[src/core/acr_defs.vh]
// Purpose: constants for the converter control and result register block
// Assumes: AXI4-Lite register map, 32-bit data, byte addresses
// Notes: definitions only
`ifndef ACR_DEFS_VH
`define ACR_DEFS_VH
`define ACR_OFF_CFG 4'h0
`define ACR_OFF_TRG 4'h1
`define ACR_OFF_CHM 4'h2
`define ACR_OFF_RESH 4'h3
`define ACR_OFF_RESL 4'h4
`define ACR_OFF_CMPH 4'h5
`define ACR_OFF_CMPL 4'h6
`define ACR_OFF_PINL 4'h7
`define ACR_OFF_PINH 4'h8
`define ACR_CFG_LP 7
`define ACR_CFG_DIV_HI 6
`define ACR_CFG_DIV_LO 5
`define ACR_CFG_LSMP 4
`define ACR_CFG_MODE_HI 3
`define ACR_CFG_MODE_LO 2
`define ACR_CFG_CLK_HI 1
`define ACR_CFG_CLK_LO 0
`define ACR_TRG_ACT 7
`define ACR_TRG_HW 6
`define ACR_TRG_CFE 5
`define ACR_TRG_CGT 4
`define ACR_CHM_DONE 7
`define ACR_CHM_IEN 6
`define ACR_CHM_CONT 5
`define ACR_MODE_8 2'h0
`define ACR_MODE_10 2'h2
`define ACR_CLK_BUS 2'h0
`define ACR_CLK_BUS2 2'h1
`define ACR_CLK_ALT 2'h2
`define ACR_CLK_ASYNC 2'h3
`define ACR_RST_CFG 8'h00
`define ACR_RST_TRG 8'h00
`define ACR_RST_CHM 8'h1f
`define ACR_RST_BYTE 8'h00
`define ACR_SMP_SHORT 8'h03
`define ACR_SMP_LONG 8'h17
`define ACR_BITS_8 4'h8
`define ACR_BITS_10 4'ha
`define ACR_ASYNC_DIV 4'h9
`define ACR_RESP_OKAY 2'h0
`define ACR_RESP_SLVERR 2'h2
`endif

[src/core/acr_regs.v]
// Purpose: register file and conversion sequencer of a successive-approximation converter
// Assumes: i_analog_code is the comparator's ideal code of the sampled input, 10 bits
// Notes: samples count in whole conversion-clock cycles, one more than the loaded count
`timescale 1ns/1ps
`default_nettype none
`include "acr_defs.vh"
module acr_regs #(
    parameter CHANNELS = 16
)
(
    input wire i_sys_clk,
    input wire i_rst_n,
    input wire [31:0] i_s_axi_awaddr,
    input wire i_s_axi_awvalid,
    output reg o_s_axi_awready,
    input wire [31:0] i_s_axi_wdata,
    input wire [3:0] i_s_axi_wstrb,
    input wire i_s_axi_wvalid,
    output reg o_s_axi_wready,
    output reg [1:0] o_s_axi_bresp,
    output reg o_s_axi_bvalid,
    input wire i_s_axi_bready,
    input wire [31:0] i_s_axi_araddr,
    input wire i_s_axi_arvalid,
    output reg o_s_axi_arready,
    output reg [31:0] o_s_axi_rdata,
    output reg [1:0] o_s_axi_rresp,
    output reg o_s_axi_rvalid,
    input wire i_s_axi_rready,
    input wire i_hw_trigger,
    input wire i_alt_clk,
    input wire [9:0] i_analog_code,
    output reg [4:0] o_sample_channel,
    output reg o_sampling,
    output reg o_low_power,
    output reg o_irq,
    output reg [CHANNELS-1:0] o_pin_analog
);
    reg [7:0] cfg_q;
    reg [7:0] trg_q;
    reg [7:0] chm_q;
    reg [7:0] resh_q;
    reg [7:0] resl_q;
    reg [7:0] cmph_q;
    reg [7:0] cmpl_q;
    reg [7:0] pinl_q;
    reg [7:0] pinh_q;
    reg done_q;
    reg hold_q;
    reg [31:0] awaddr_q;
    reg [31:0] wdata_q;
    reg [3:0] wstrb_q;
    reg aw_have_q;
    reg w_have_q;
    // external level inputs pass two flops first
    reg [1:0] trg_sync_q;
    reg [1:0] alt_sync_q;
    reg [9:0] code_s1_q;
    reg [9:0] code_s2_q;
    reg trg_prev_q;
    reg alt_prev_q;
    reg [3:0] async_cnt_q;
    reg [2:0] div_cnt_q;
    reg bus2_q;
    // conversion sequencer
    localparam ST_IDLE = 2'h0;
    localparam ST_SAMPLE = 2'h1;
    localparam ST_CONVERT = 2'h2;
    localparam ST_FINISH = 2'h3;
    reg [1:0] state_q;
    reg [7:0] cnt_q;
    reg [9:0] sar_q;
    reg [9:0] code_q;
    wire [3:0] reg_idx_w = awaddr_q[5:2];
    wire wr_fire = aw_have_q && w_have_q && !o_s_axi_bvalid;
    wire wr_ok = (awaddr_q[31:6] == 26'h0) && (reg_idx_w <= `ACR_OFF_PINH);
    wire wr_chm = wr_fire && wr_ok && (reg_idx_w == `ACR_OFF_CHM) && wstrb_q[0];
    wire [3:0] rd_idx_w = i_s_axi_araddr[5:2];
    wire rd_fire = i_s_axi_arvalid && o_s_axi_arready;
    wire rd_ok = (i_s_axi_araddr[31:6] == 26'h0) && (rd_idx_w <= `ACR_OFF_PINH);
    wire rd_low = rd_fire && rd_ok && (rd_idx_w == `ACR_OFF_RESL);
    wire mode10 = (cfg_q[`ACR_CFG_MODE_HI:`ACR_CFG_MODE_LO] == `ACR_MODE_10);
    wire [1:0] clk_sel = cfg_q[`ACR_CFG_CLK_HI:`ACR_CFG_CLK_LO];
    reg src_tick;
    always @*
    begin
        case (clk_sel)
            `ACR_CLK_BUS: src_tick = 1'b1;
            `ACR_CLK_BUS2: src_tick = bus2_q;
            `ACR_CLK_ALT: src_tick = alt_sync_q[1] && !alt_prev_q;
            default: src_tick = (async_cnt_q == 4'h0);
        endcase
    end
    // divide ratio 1,2,4,8 from the selected source
    wire [2:0] div_mask = (3'h1 << cfg_q[`ACR_CFG_DIV_HI:`ACR_CFG_DIV_LO]) - 3'h1;
    wire conversion_clock = src_tick && ((div_cnt_q & div_mask) == 3'h0);
    wire hw_edge = trg_sync_q[1] && !trg_prev_q;
    wire hw_mode = trg_q[`ACR_TRG_HW];
    wire start_sw = wr_chm && !hw_mode;
    wire start_hw = hw_mode && hw_edge;
    wire [9:0] cmp_val = mode10 ? {cmph_q[1:0], cmpl_q} : {2'h0, cmpl_q};
    // result less compare value, two's complement add, kept for the result pair
    wire [9:0] diff = code_q + (~cmp_val + 10'h001);
    wire cmp_true = trg_q[`ACR_TRG_CGT] ? (code_q >= cmp_val) : (code_q < cmp_val);
    wire pass = !trg_q[`ACR_TRG_CFE] || cmp_true;
    wire [9:0] res_val = trg_q[`ACR_TRG_CFE] ? diff : code_q;
    wire [3:0] nbits = mode10 ? `ACR_BITS_10 : `ACR_BITS_8;
    always @(posedge i_sys_clk or negedge i_rst_n)
    begin
        if (!i_rst_n)
        begin
            trg_sync_q <= 2'h0;
            alt_sync_q <= 2'h0;
            code_s1_q <= 10'h000;
            code_s2_q <= 10'h000;
            trg_prev_q <= 1'b0;
            alt_prev_q <= 1'b0;
            async_cnt_q <= 4'h0;
            div_cnt_q <= 3'h0;
            bus2_q <= 1'b0;
        end
        else
        begin
            trg_sync_q <= {trg_sync_q[0], i_hw_trigger};
            alt_sync_q <= {alt_sync_q[0], i_alt_clk};
            code_s1_q <= i_analog_code;
            code_s2_q <= code_s1_q;
            trg_prev_q <= trg_sync_q[1];
            alt_prev_q <= alt_sync_q[1];
            async_cnt_q <= (async_cnt_q == `ACR_ASYNC_DIV) ? 4'h0 : async_cnt_q + 4'h1;
            bus2_q <= !bus2_q;
            if (src_tick)
            begin
                div_cnt_q <= div_cnt_q + 3'h1;
            end
        end
    end
    // sequencer; sample counts short or long, then one step per result bit
    always @(posedge i_sys_clk or negedge i_rst_n)
    begin
        if (!i_rst_n)
        begin
            state_q <= ST_IDLE;
            cnt_q <= 8'h00;
            sar_q <= 10'h000;
            code_q <= 10'h000;
        end
        else if (start_sw || start_hw)
        begin
            // a new start aborts any running conversion
            state_q <= ST_SAMPLE;
            cnt_q <= cfg_q[`ACR_CFG_LSMP] ? `ACR_SMP_LONG : `ACR_SMP_SHORT;
        end
        else
        begin
            case (state_q)
                ST_IDLE:
                begin
                    cnt_q <= 8'h00;
                end
                ST_SAMPLE:
                begin
                    if (conversion_clock)
                    begin
                        if (cnt_q == 8'h00)
                        begin
                            state_q <= ST_CONVERT;
                            cnt_q <= {4'h0, nbits};
                            // channel need not be pin-enabled to convert
                            sar_q <= code_s2_q;
                        end
                        else
                        begin
                            cnt_q <= cnt_q - 8'h01;
                        end
                    end
                end
                ST_CONVERT:
                begin
                    if (conversion_clock)
                    begin
                        if (cnt_q == 8'h01)
                        begin
                            state_q <= ST_FINISH;
                            // scale to the resolution, 8-bit mode keeps the upper eight bits
                            code_q <= mode10 ? sar_q : {2'h0, sar_q[9:2]};
                        end
                        cnt_q <= cnt_q - 8'h01;
                    end
                end
                ST_FINISH:
                begin
                    if (chm_q[`ACR_CHM_CONT])
                    begin
                        state_q <= ST_SAMPLE;
                        cnt_q <= cfg_q[`ACR_CFG_LSMP] ? `ACR_SMP_LONG : `ACR_SMP_SHORT;
                    end
                    else
                    begin
                        state_q <= ST_IDLE;
                    end
                end
                default:
                begin
                    state_q <= ST_IDLE;
                end
            endcase
        end
    end
    wire finish = (state_q == ST_FINISH);
    wire transfer = finish && pass && !hold_q;
    // axi write channel
    always @(posedge i_sys_clk or negedge i_rst_n)
    begin
        if (!i_rst_n)
        begin
            o_s_axi_awready <= 1'b1;
            o_s_axi_wready <= 1'b1;
            o_s_axi_bvalid <= 1'b0;
            o_s_axi_bresp <= `ACR_RESP_OKAY;
            aw_have_q <= 1'b0;
            w_have_q <= 1'b0;
            awaddr_q <= 32'h0;
            wdata_q <= 32'h0;
            wstrb_q <= 4'h0;
        end
        else
        begin
            if (i_s_axi_awvalid && o_s_axi_awready)
            begin
                awaddr_q <= i_s_axi_awaddr;
                aw_have_q <= 1'b1;
                o_s_axi_awready <= 1'b0;
            end
            if (i_s_axi_wvalid && o_s_axi_wready)
            begin
                wdata_q <= i_s_axi_wdata;
                wstrb_q <= i_s_axi_wstrb;
                w_have_q <= 1'b1;
                o_s_axi_wready <= 1'b0;
            end
            if (wr_fire)
            begin
                o_s_axi_bvalid <= 1'b1;
                o_s_axi_bresp <= wr_ok ? `ACR_RESP_OKAY : `ACR_RESP_SLVERR;
                aw_have_q <= 1'b0;
                w_have_q <= 1'b0;
            end
            if (o_s_axi_bvalid && i_s_axi_bready)
            begin
                o_s_axi_bvalid <= 1'b0;
                o_s_axi_awready <= 1'b1;
                o_s_axi_wready <= 1'b1;
            end
        end
    end
    // register writes, done flag and result hold
    always @(posedge i_sys_clk or negedge i_rst_n)
    begin
        if (!i_rst_n)
        begin
            cfg_q <= `ACR_RST_CFG;
            trg_q <= `ACR_RST_TRG;
            chm_q <= `ACR_RST_CHM;
            cmph_q <= `ACR_RST_BYTE;
            cmpl_q <= `ACR_RST_BYTE;
            pinl_q <= `ACR_RST_BYTE;
            pinh_q <= `ACR_RST_BYTE;
            resh_q <= `ACR_RST_BYTE;
            resl_q <= `ACR_RST_BYTE;
            done_q <= 1'b0;
            hold_q <= 1'b0;
        end
        else
        begin
            if (wr_fire && wr_ok && wstrb_q[0])
            begin
                case (reg_idx_w)
                    `ACR_OFF_CFG: cfg_q <= wdata_q[7:0];
                    // bits 3:0 stored as zero, software keeps 1:0 at zero
                    `ACR_OFF_TRG: trg_q <= {1'b0, wdata_q[6:4], 4'h0};
                    `ACR_OFF_CHM: chm_q <= {1'b0, wdata_q[6:0]};
                    `ACR_OFF_CMPH: cmph_q <= {6'h00, wdata_q[1:0]};
                    `ACR_OFF_CMPL: cmpl_q <= wdata_q[7:0];
                    `ACR_OFF_PINL: pinl_q <= wdata_q[7:0];
                    `ACR_OFF_PINH: pinh_q <= wdata_q[7:0];
                    default: ;
                endcase
            end
            // reading the high byte locks the pair until the low byte is read or a software start
            if (rd_fire && rd_ok && (rd_idx_w == `ACR_OFF_RESH))
            begin
                hold_q <= 1'b1;
            end
            if (rd_low || start_sw)
            begin
                hold_q <= 1'b0;
            end
            // the set wins over a clear in the same cycle
            if (transfer)
            begin
                resh_q <= {6'h00, res_val[9:8]};
                resl_q <= res_val[7:0];
                done_q <= 1'b1;
            end
            else if (rd_low || start_sw)
            begin
                done_q <= 1'b0;
            end
        end
    end
    // axi read channel, one read in flight
    always @(posedge i_sys_clk or negedge i_rst_n)
    begin
        if (!i_rst_n)
        begin
            o_s_axi_arready <= 1'b1;
            o_s_axi_rvalid <= 1'b0;
            o_s_axi_rdata <= 32'h0;
            o_s_axi_rresp <= `ACR_RESP_OKAY;
        end
        else
        begin
            if (rd_fire)
            begin
                o_s_axi_arready <= 1'b0;
                o_s_axi_rvalid <= 1'b1;
                o_s_axi_rresp <= rd_ok ? `ACR_RESP_OKAY : `ACR_RESP_SLVERR;
                case (rd_idx_w)
                    `ACR_OFF_CFG: o_s_axi_rdata <= {24'h0, cfg_q};
                    `ACR_OFF_TRG: o_s_axi_rdata <= {24'h0, state_q != ST_IDLE,
                        trg_q[6:4], 4'h0};
                    `ACR_OFF_CHM: o_s_axi_rdata <= {24'h0, done_q, chm_q[6:0]};
                    `ACR_OFF_RESH: o_s_axi_rdata <= {24'h0, resh_q};
                    `ACR_OFF_RESL: o_s_axi_rdata <= {24'h0, resl_q};
                    `ACR_OFF_CMPH: o_s_axi_rdata <= {24'h0, cmph_q};
                    `ACR_OFF_CMPL: o_s_axi_rdata <= {24'h0, cmpl_q};
                    `ACR_OFF_PINL: o_s_axi_rdata <= {24'h0, pinl_q};
                    `ACR_OFF_PINH: o_s_axi_rdata <= {24'h0, pinh_q};
                    default: o_s_axi_rdata <= 32'h0;
                endcase
                if (!rd_ok)
                begin
                    o_s_axi_rdata <= 32'h0;
                end
            end
            else if (o_s_axi_rvalid && i_s_axi_rready)
            begin
                o_s_axi_rvalid <= 1'b0;
                o_s_axi_arready <= 1'b1;
            end
        end
    end
    // registered outputs toward the analog front and pads
    always @(posedge i_sys_clk or negedge i_rst_n)
    begin
        if (!i_rst_n)
        begin
            o_sample_channel <= 5'h1f;
            o_sampling <= 1'b0;
            o_low_power <= 1'b0;
            o_irq <= 1'b0;
            o_pin_analog <= {CHANNELS{1'b0}};
        end
        else
        begin
            o_sample_channel <= chm_q[4:0];
            o_sampling <= (state_q == ST_SAMPLE);
            o_low_power <= cfg_q[`ACR_CFG_LP];
            o_irq <= done_q && chm_q[`ACR_CHM_IEN];
            o_pin_analog <= {pinh_q, pinl_q};
        end
    end
endmodule // acr_regs
`default_nettype wire

[config.mk]
export PLATFORM = sky130hd
export DESIGN_NAME = acr_regs
export DESIGN_NICKNAME = d
export VERILOG_FILES = /design/src/core/acr_regs.v
export VERILOG_INCLUDE_DIRS = /design/src /design/src/core
export SDC_FILE = /design/constraint.sdc
export NUM_CORES = 1
export LEC_CHECK = 0
export ABC_AREA = 1
export BUFFER_PORTS_ARGS = -buffer_cell sky130_fd_sc_hd__buf_2
export CAP_MARGIN = 40
export CORE_MARGIN = 1.5
export CORE_UTILIZATION = 55
export CTS_BUF_LIST = sky130_fd_sc_hd__clkbuf_4 sky130_fd_sc_hd__clkbuf_8
export DETAILED_ROUTE_END_ITERATION = 12
export PLACE_DENSITY = 0.8
export SLEW_MARGIN = 20
export SYNTH_ARGS = -nofsm -noshare
export SYNTH_HDL_FRONTEND = slang
export SYNTH_SLANG_ARGS = --single-unit
[constraint.sdc]
create_clock -name i_sys_clk -period 3.1 [get_ports i_sys_clk]
set_input_delay 0.465 -clock i_sys_clk [delete_from_list [all_inputs] [get_ports i_sys_clk]]
set_output_delay 0.465 -clock i_sys_clk [all_outputs]
set_load 0.01 [all_outputs]
Word-level counts from Yosys, hierarchy flattened
Index checks and enable logic that the tools add are counted.
{ "classes": {"add_sub_neg": 6, "magnitude_cmp": 4, "eq_ne": 27, "shifts": 1, "muxes": 43, "n_bitwise": 3, "reduce_logical": 64} }
{ "ops": {"columns": ["operator", "n"], "rows": [
  ["8-bit case mux with 9 select lines", 1],
  ["26-bit zero test", 2],
  ["8-bit 2-to-1 mux", 5],
  ["32-bit 2-to-1 mux", 1],
  ["8-bit case mux with 4 select lines", 1],
  ["10-bit 2-to-1 mux", 3],
  ["4-bit by 3-bit == test with 1-bit output, second input constant", 7],
  ["1-bit logical AND", 24],
  ["1-bit 2-to-1 mux", 20],
  ["2-bit nonzero test", 9],
  ["2-bit 2-to-1 mux", 8],
  ["2-bit AND reduction", 7],
  ["4-bit by 2-bit == test with 1-bit output, second input constant", 3],
  ["4-bit == test, second input constant", 3],
  ["4-bit zero test", 3],
  ["3-bit inequality test, second input constant", 4],
  ["10-bit by 1-bit adder with 10-bit output, second input constant", 1],
  ["10-bit adder", 1],
  ["10-bit greater-or-equal comparator", 1],
  ["10-bit < comparator", 1],
  ["10-bit inverter", 1],
  ["2-bit == test, second input constant", 4],
  ["4-bit by 1-bit == test with 1-bit output, second input constant", 2],
  ["8-bit by 1-bit == test with 1-bit output, second input constant", 1],
  ["23 further kinds", 35]
]} }
{ "totals": {"regBits": 228, "inputBits": 119, "output_inout_bits": 65, "word_cells": 190} }

Longest topological paths before layout
Gate-level depths: netlist of the first run.
{ "logic_depth": {"depth_word": 9, "depth_mapped": 17, "depth_no_buf": 16} }

Worst setup path after synthesis of the first run
OpenSTA, ideal clock, no wires.
{ "synth_timing": {"kind": "register to register", "startpoint": "register cfg_q[2]", "endpoint": "register resh_q[1]", "setup_time_ps": 117, "arrival_ps": 2043, "required_time_ps": 2983, "setup_slack_ps": 940, "path_stages_with_launch": 16, "path_buffers": 1, "synth_period_minus_slack_ps": 2160, "cell_sequence": "dfrtp_1 > inv_1 > nand2_1 > inv_1 > clkbuf_1 > nand2_1 > ha_1 > inv_1 > nor3_1 > o21ai_0 > nand3_1 > nand2_1 > nand3_1 > nand2_1 > nand3_1 > nand2_1"} }
{ "synth_via": {"elab_chain_len": 7, "word_cells_on_any_way": 12, "classes_between": "2 x add/sub; 2 x order compare; 1 x eq/ne; 3 x mux; 1 x bitwise; 3 x reduce/logical"} }
{ "synth_rtl": {"columns": ["item", "line_no", "text"], "rows": [
  ["from (decl)", "acr_regs.v:39", "reg [7:0] cfg_q;"],
  ["from (signal assigned)", "acr_regs.v:262", "cfg_q <= `ACR_RST_CFG;"],
  ["from (signal assigned)", "acr_regs.v:279", "`ACR_OFF_CFG: cfg_q <= wdata_q[7:0];"],
  ["2-bit == test (no line) *", null, null],
  ["10-bit 2-to-1 mux *", "acr_regs.v:101", "wire [9:0] cmp_val = mode10 ? {cmph_q[1:0], cmpl_q} : {2'h0, cmpl_q};"],
  ["branches (longest 5 deep; another with 10-bit by 1-bit adder with 10-bit output)", null, null],
  ["to (signal assigned)", "acr_regs.v:269", "resh_q <= `ACR_RST_BYTE;"],
  ["to (signal assigned)", "acr_regs.v:302", "resh_q <= {6'h00, res_val[9:8]};"],
  ["to (decl)", "acr_regs.v:42", "reg [7:0] resh_q;"]
]} }
Every way passes the cells marked *.
A chain may end at the register's enable or synchronous reset.

Worst setup path after layout of the first run
{ "layout_timing": {"startpoint": "register code_q[0]", "endpoint": "register resl_q[5]"} }
{ "layout_via": {"elab_chain_len": 5, "word_cells_on_any_way": 8, "classes_between": "1 x add/sub; 2 x order compare; 2 x mux; 3 x reduce/logical"} }
{ "layout_rtl": {"columns": ["item", "line_no", "text"], "rows": [
  ["from (decl)", "acr_regs.v:73", "reg [9:0] code_q;"],
  ["from (signal assigned)", "acr_regs.v:186", "code_q <= mode10 ? sar_q : {2'h0, sar_q[9:2]};"],
  ["10-bit < comparator or 10-bit greater-or-equal comparator (tied branches)", "acr_regs.v:104", "wire cmp_true = trg_q[`ACR_TRG_CGT] ? (code_q >= cmp_val) : (code_q < cmp_val);"],
  ["1-bit 2-to-1 mux", "acr_regs.v:104", null],
  ["1-bit logical OR", "acr_regs.v:105", "wire pass = !trg_q[`ACR_TRG_CFE] || cmp_true;"],
  ["1-bit logical AND (2 in series)", "acr_regs.v:211", "wire transfer = finish && pass && !hold_q;"],
  ["to (signal assigned)", "acr_regs.v:270", "resl_q <= `ACR_RST_BYTE;"],
  ["to (signal assigned)", "acr_regs.v:303", "resl_q <= res_val[7:0];"],
  ["to (decl)", "acr_regs.v:43", "reg [7:0] resl_q;"]
]} }
Parallel ways exist; a longest one is shown, timed or not.

==> results.py, run 1 <==
metrics = {
    "logic_synthesis": {
        "synth_edf_count": 0,
        "synth_common_cells": "nand2_1, dfrtp_1, inv_1",
        "synth_cell_types": 50,
        "synth_top_area_cell": "dfrtp_1",
        "synth.most_common_cell": "nand2_1",
        "synthArstFlopShare_pct": 100.0,
        "synthFlopType": "dfrtp_1",
        "ys_warn_count": 0,
        "netlist_area_um2": 9176,
        "synthCells": 1047,
        "synth_area_per_cell_um2": 8.764,
        "synth.ff_latch_count": 200,
        "synthTopCellsByArea": "dfrtp_1, nand2_1, inv_1",
        "yosysTopAreaCellShare_pct": 51.00,
        "ys_seq_area_share_pct": 54.72,
    },
    "finish": {
        "nets": 1326,
        "n_fill_cell": 1413,
        "drive_gt1_share_pct": 18.35,
        "instances_no_fill": 1419,
        "diodes": 0,
        "synthToLayoutAreaGrowth_pct": 13.47,
    },
    "die": {
        "die_h_um": 132.2,
        "core_um2": 16470,
        "num_rows": 47,
        "dieArea_um2": 17470,
        "num_io_pins": 184,
        "fp.dieW_um": 132.2,
        "start_util_pct": 55.73,
    },
    "grt": {
        "first_global_vias": 7008,
        "grt_pass1_wl_um": 33220,
        "antenna_found_initial": 0,
        "track_usage_pct": 24.03,
        "overflow": 0,
        "grt_max_degree": 101,
    },
    "clock_network": {
        "cts_max_level": 4,
        "numClockSinks": 200,
        "cts_buffers": 17,
        "clkTransAtPathRegs_ps": 100,
        "ctsHoldBuffers": 0,
        "clk_latency_ps": 490,
        "cts_setup_buffers": 0,
        "cts_root_buf": "clkbuf_8",
        "cts_tree": "yes",
        "ctsResizeCount": 0,
        "max-clock-path-buffers": 2,
    },
    "placement": {
        "dp_cells": 1386,
        "gp_congestion": 0.8899,
        "port_buffers": 126,
        "dp_hpwl_um": 15120,
    },
    "pwr": {
        "seqPwrFrac_pct": 47.2,
        "switching_power_w": 0.002909,
        "total_leakage_power_nw": 5.490,
        "pwr-share-clk_pct": 21.0,
        "ir_drop_v": 0.0003775,
        "comb_power_share_pct": 31.7,
        "intPower_w": 0.004639,
        "power_density_nw_per_um2": 724.9,
        "swShare_pct": 38.55,
    },
    "route": {
        "drtAntennaViolNets": 0,
        "drt-total-wl_um": 20100,
        "drtPass1Iterations": 7,
        "vias": 7374,
        "wl_per_cell_um": 14.17,
        "drt_iter0_markers": 405,
        "via_per_inst": 5.197,
        "drc": 0,
    },
    "critical_path": {
        "cp.required_ps": 3480,
        "path_cells": "inv_1 -> ha_1 -> inv_1 -> fa_1 -> inv_1 -> o21ai_1 -> nand2_1 -> nand2_1 -> nand2_1 -> nand3b_1 -> nor2_1 -> nor2_1 -> nand2_1 -> nand2_1 -> nand2_1 -> nand2_1",
        "worstSetupStartpoint": "code_q[0]$_DFFE_PN0P_",
        "r2r_start": "code_q[0]$_DFFE_PN0P_",
        "cp.buffers_inverters": 3,
        "worst_setup_path_end_kind": "flop",
        "cpMostUsedCell": "nand2_1",
        "crit_path_max_fanout": 11,
        "critPathKind": "reg -> reg",
        "slowest_stage": "dfrtp_1",
        "cpLargestDelayFamily": "simple AND/OR/NAND/NOR gates",
        "arrival_ps": 2860,
        "cp_slowest_stage_delay_ps": 430,
        "startpoint_type": "flop",
    },
    "timing": {
        "finalCriticalPeriod_ps": 2477,
        "finalClockSkew_ps": 15.72,
        "worst_pin_slew_ps": 629.2,
        "fin_setup_tns_ps": 0,
        "hold_viol": 0,
        "setup_violations": 0,
        "fmax_mhz": 403.7,
        "timing.final.crit_share_pct": 79.91,
        "drv_slew": 0,
        "max_slew_margin_pct": 57.90,
        "rsz0062_at_grt": "no",
    },
    "outcome": {
        "status": "complete, no violations",
    },
    "worst_hold_path": {
        "hold_path_startpoint": "i_analog_code[9]",
        "hold_class": "in -> reg",
    },
    "flow_run": {
        "cap_violations": 0,
    },
}
-- state kept, by name, indices dropped and copies added (netlist names), 10 cells and up --
signal        flops
awaddr_q         30
o_pin_analog     16
code_q           10
code_s1_q        10
code_s2_q        10
sar_q            10
-- routing by layer --
metal  vias up  GRT usage [%]  wire (um)  part of all wire, %
li1       3625              -          -                    -
met1      3474          31.52       8696                   43
met2       234          39.59       9605                   48
met3        41          4.614       1181                  5.9
met4         0          9.691        621                  3.1
met5         -              0          0                    0
-- power groups by stage --
stage / registers [W] / clock network [W] / logic (W)
5_1_grt: 0.00362 / 0.00171 / 0.00277
4_1_cts: 0.00356 / 0.00160 / 0.00240
3_3_place_gp: 0.00359 / 0 / 0.00232
6_report: 0.00357 / 0.00159 / 0.00240
2_1_floorplan: 0.00348 / 0 / 0.00181
3_5_place_dp: 0.00360 / 0 / 0.00239
-- worst reg2reg max path, cell delays in order (launching register included) --
cell and delay, ps:
dfrtp_1 430, inv_1 80, ha_1 160, inv_1 70
fa_1 400, inv_1 70, o21ai_1 130, nand2_1 90
nand2_1 90, nand2_1 70, nand3b_1 90, nor2_1 100
nor2_1 40, nand2_1 100, nand2_1 260, nand2_1 140
nand2_1 60
-- path summary, 6_finish.rpt --
kind | to | slack [ps] | cells after the start
max | resl_q[5]$_DFFE_PN0P_ | 620 | 16
min | code_s1_q[9]$_DFF_PN0_ | 70 | 1
max reg2reg | resl_q[5]$_DFFE_PN0P_ | 620 | 16
min reg2reg | code_s2_q[7]$_DFF_PN0_ | 360 | 0
max in group asynchronous | o_sample_channel[2]$_DFF_PN1_ | 1770 | 4
min in group asynchronous | awaddr_q[4]$_DFFE_PN0P_ | 390 | 2
-- layout make-up --
| type | instances | area (um^2) | area share (%) |
|---|---|---|---|
| clock buffers | 20 | 269.0 | 2.584 |
| clock inverters | 11 | 106.4 | 1.021 |
| inverters | 101 | 379.1 | 3.641 |
| multi-input cells | 728 | 3590 | 34.47 |
| flip-flops and latches | 200 | 5021 | 48.22 |
| well taps | 220 | 275.3 | 2.644 |
| repair buffers | 139 | 772.0 | 7.414 |
-- cells in the final DEF (no fill, tap or decap), drive strengths merged, types with 8 or more instances in the layout --
cell type and n:
inv 105, o21ai 87, nand2 347, nor2 76, a31oi 8, clkbuf 21, ha 19, o22ai 9
nand3 51, dfstp 13, dfrtp 187, conb 26, a21oi 32, nand4 16, buf 137, nor4 10
-- per-stage QoR --
step	hold WS, ps	setup slack, ps	total power (W)	utilization (%)	area (um^2)
final	74.27	622.8	0.007548	63.24	10410
after global routing	59.24	342.9	0.008098	63.24	10410
after CTS	66.95	623.1	0.007559	63.01	10380
after detailed placement	334.7	622.8	0.005991	60.73	10000
after global placement	332.8	673.9	0.005912	60.73	10000
after floorplan	169.4	940.2	0.005297	-	9270
-- logic make-up after synthesis --
kind of cell,after synthesis,share of synthesized area [%]
and+or+nand+nor,518,24.61
xor gates and xnor gates,10,0.9544
DFF,200,54.72
AOI/OAI and AO/OA,153,9.558
muxes,1,0.1227
other,1,0.04087
adders and majority gates,20,2.809
buffers and inverters,144,7.186
Power figures use the tool's default switching activity.
==> run 2, diff against run 1 <==
Clock period 3.1 ns to 2.58 ns, I/O delays scaled along.
==> run 2 against run 1 <==
  * Combinational power up 21%
  * Clock power up 33%
  * Utilization up 1.1 points
  * Final cell count up 0.99%
  * Hold slack worse by 51 ps
  * Routed wire length up 2.5%
  * Critical endpoint is now resh_q[1]$_DFFE_PN0P_
  * Largest cell class unchanged
==> results.py, run 2 (synthesis results as in run 1) <==
metrics = {
    "die": {
        "num_io_pins": 184,
        "fp.dieW_um": 132.2,
        "dieArea_um2": 17470,
        "start_util_pct": 55.73,
        "core_um2": 16470,
        "num_rows": 47,
        "die_h_um": 132.2,
    },
    "critical_path": {
        "r2r_end": "resh_q[1]$_DFFE_PN0P_",
        "crit_path_max_fanout": 11,
        "cp.buffers_inverters": 3,
        "startpoint_type": "flop",
        "cpMostUsedCell": "nand2_1",
        "worst-path-stages": 16,
        "arrival_ps": 2620,
        "worst_setup_path_end_kind": "flop",
        "worstSetupStartpoint": "code_q[0]$_DFFE_PN0P_",
        "cp.required_ps": 2940,
        "critPathKind": "reg -> reg",
        "r2r_start": "code_q[0]$_DFFE_PN0P_",
        "cpLargestDelayFamily": "simple AND/OR/NAND/NOR gates",
        "ff2ff_path_depth": 16,
        "path_cells": "inv_1 -> ha_1 -> inv_1 -> fa_1 -> inv_1 -> o21ai_1 -> nand2_1 -> nand2_1 -> nand2_1 -> nand3b_1 -> nor2_1 -> nor2_1 -> nand2_1 -> nand2_2 -> nand2_1 -> nand2_1",
        "cp_slowest_stage_delay_ps": 410,
        "rrSetupSlack_ps": 320,
        "slowest_stage": "fa_1",
        "endpoint": "resh_q[1]$_DFFE_PN0P_",
    },
    "worst_hold_path": {
        "hold_class": "in -> reg",
    },
    "finish": {
        "diodes": 0,
        "largest_register": "awaddr_q",
        "nets": 1339,
        "final_common_cell": "nand2_1",
        "instances_no_fill": 1433,
        "synthToLayoutAreaGrowth_pct": 15.42,
        "largest_reg_flops": 30,
        "drive_gt1_share_pct": 18.47,
        "reg_top3": "awaddr_q (30), o_pin_analog (16)",
        "final_cell_mix": "nand2_1, dfrtp_1, buf_2",
    },
    "timing": {
        "max_slew_margin_pct": 55.66,
        "finalCriticalPeriod_ps": 2255,
        "hold_viol": 0,
        "finalClockSkew_ps": 14.51,
        "rsz0062_at_grt": "no",
        "timing.final.crit_share_pct": 87.40,
        "fin_setup_tns_ps": 0,
        "drv_slew": 0,
        "setup_violations": 0,
        "worst_pin_slew_ps": 662.6,
        "fmax_mhz": 443.5,
    },
    "route": {
        "drtPass1Iterations": 5,
        "via_per_inst": 5.184,
        "drt-total-wl_um": 20600,
        "drc": 0,
        "vias": 7429,
        "drtAntennaViolNets": 0,
        "drt_iter0_markers": 521,
        "wl_per_cell_um": 14.38,
    },
    "grt": {
        "overflow": 0,
        "grtUsageMet2_pct": 41.24,
        "grt_max_degree": 71,
        "use_met3_pct": 4.883,
        "first_global_vias": 7187,
        "track_usage_pct": 24.92,
        "grt_pass1_wl_um": 34530,
        "grt_most_used_layer": "met2",
        "grt_use_met1_pct": 32.95,
        "antenna_found_initial": 0,
    },
    "clock_network": {
        "cts_max_level": 4,
        "max-clock-path-buffers": 2,
        "cts_setup_buffers": 0,
        "clkTransAtPathRegs_ps": 100,
        "clk_latency_ps": 470,
        "cts_buffers": 17,
        "cts_root_buf": "clkbuf_8",
        "numClockSinks": 200,
        "cts_tree": "yes",
    },
    "placement": {
        "dp_hpwl_um": 15450,
        "gp_congestion": 0.9090,
        "dp_cells": 1389,
        "port_buffers": 126,
    },
    "pwr": {
        "comb_power_share_pct": 31.2,
        "power_density_nw_per_um2": 880.0,
        "swShare_pct": 37.96,
        "seqPwrFrac_pct": 46.0,
        "intPower_w": 0.005783,
        "pwr-share-clk_pct": 22.8,
        "ir_drop_v": 0.0005747,
        "switching_power_w": 0.003538,
        "total_leakage_power_nw": 5.576,
    },
    "outcome": {
        "status": "complete, no violations",
    },
    "flow_run": {
        "cap_violations": 0,
    },
}
==> run 2: what timing repair did <==
item / in CTS / in global routing
hold endpoints to repair: 72 / 1
gates resized for setup: 0 / 1
endpoints found under the setup margin: 0 / 11
hold buffers: 11 / 1
==> run 2: how the worst min path moves through the flow <==
| stage | from | end | slack (ps) | cells after the start |
|---|---|---|---|---|
| 6_report | i_alt_clk | alt_sync_q[0]$_DFF_PN0_ | 20 | 1 |
| 5_1_grt | i_alt_clk | alt_sync_q[0]$_DFF_PN0_ | 2 | 1 |
| 4_1_cts | i_alt_clk | alt_sync_q[0]$_DFF_PN0_ | 0.7 | 1 |
| 3_5_place_dp | code_s1_q[5]$_DFF_PN0_ | code_s2_q[5]$_DFF_PN0_ | 340 | 0 |
| 3_3_place_gp | alt_sync_q[0]$_DFF_PN0_ | alt_sync_q[1]$_DFF_PN0_ | 330 | 0 |
| 2_1_floorplan | i_rst_n | alt_prev_q$_DFF_PN0_ | 90 | 0 |
==> run 2: metrics by stage <==
stage	utilization (%)	setup slack [ps]	instance area (um^2)	hold slack, ps	total power (W)
finish	64.32	325.0	10590	23.43	0.009320
detailed placement	60.94	229.7	10030	335.5	0.007208
floorplan	-	420.2	9270	91.41	0.006365
CTS	64.25	209.1	10580	0.7455	0.009338
global placement	60.94	309.2	10030	332.2	0.007118
global route	64.32	33.82	10590	2.059	0.01001
==> run 2: per-layer routing <==
metal  share of wire, %  vias up
met3                5.5       35
met2                 48      268
met4                2.7        0
met1                 44     3465
li1                   -     3661
met5                  0        -
==> run 2: final cells by class <==
cell class              count  area [um^2]
fillers                  1402         5874
clock buffers              19        255.2
flip-flops and latches    200         5021
clock inverters            13        178.9
inverters                 101        379.1
repair buffers            152        889.6
well taps                 220        275.3
multi-input cells         728         3592
==> run 2: worst register-to-register path, delay by kind of cell, from the launching register on <==
kind | cells | cell delay, ps
compound gates | 1 | 110
flops | 1 | 400
simple gates | 10 | 860
fa+ha+maj | 2 | 570
buf+inv | 3 | 200
==> run 2: power groups by stage <==
stage / Clock (W) / Combinational, W / Sequential (W)
floorplan: 0 / 0.00218 / 0.00419
global placement: 0 / 0.00280 / 0.00432
global route: 0.00229 / 0.00336 / 0.00436
finish: 0.00212 / 0.00291 / 0.00429
detailed placement: 0 / 0.00288 / 0.00433
CTS: 0.00215 / 0.00291 / 0.00428
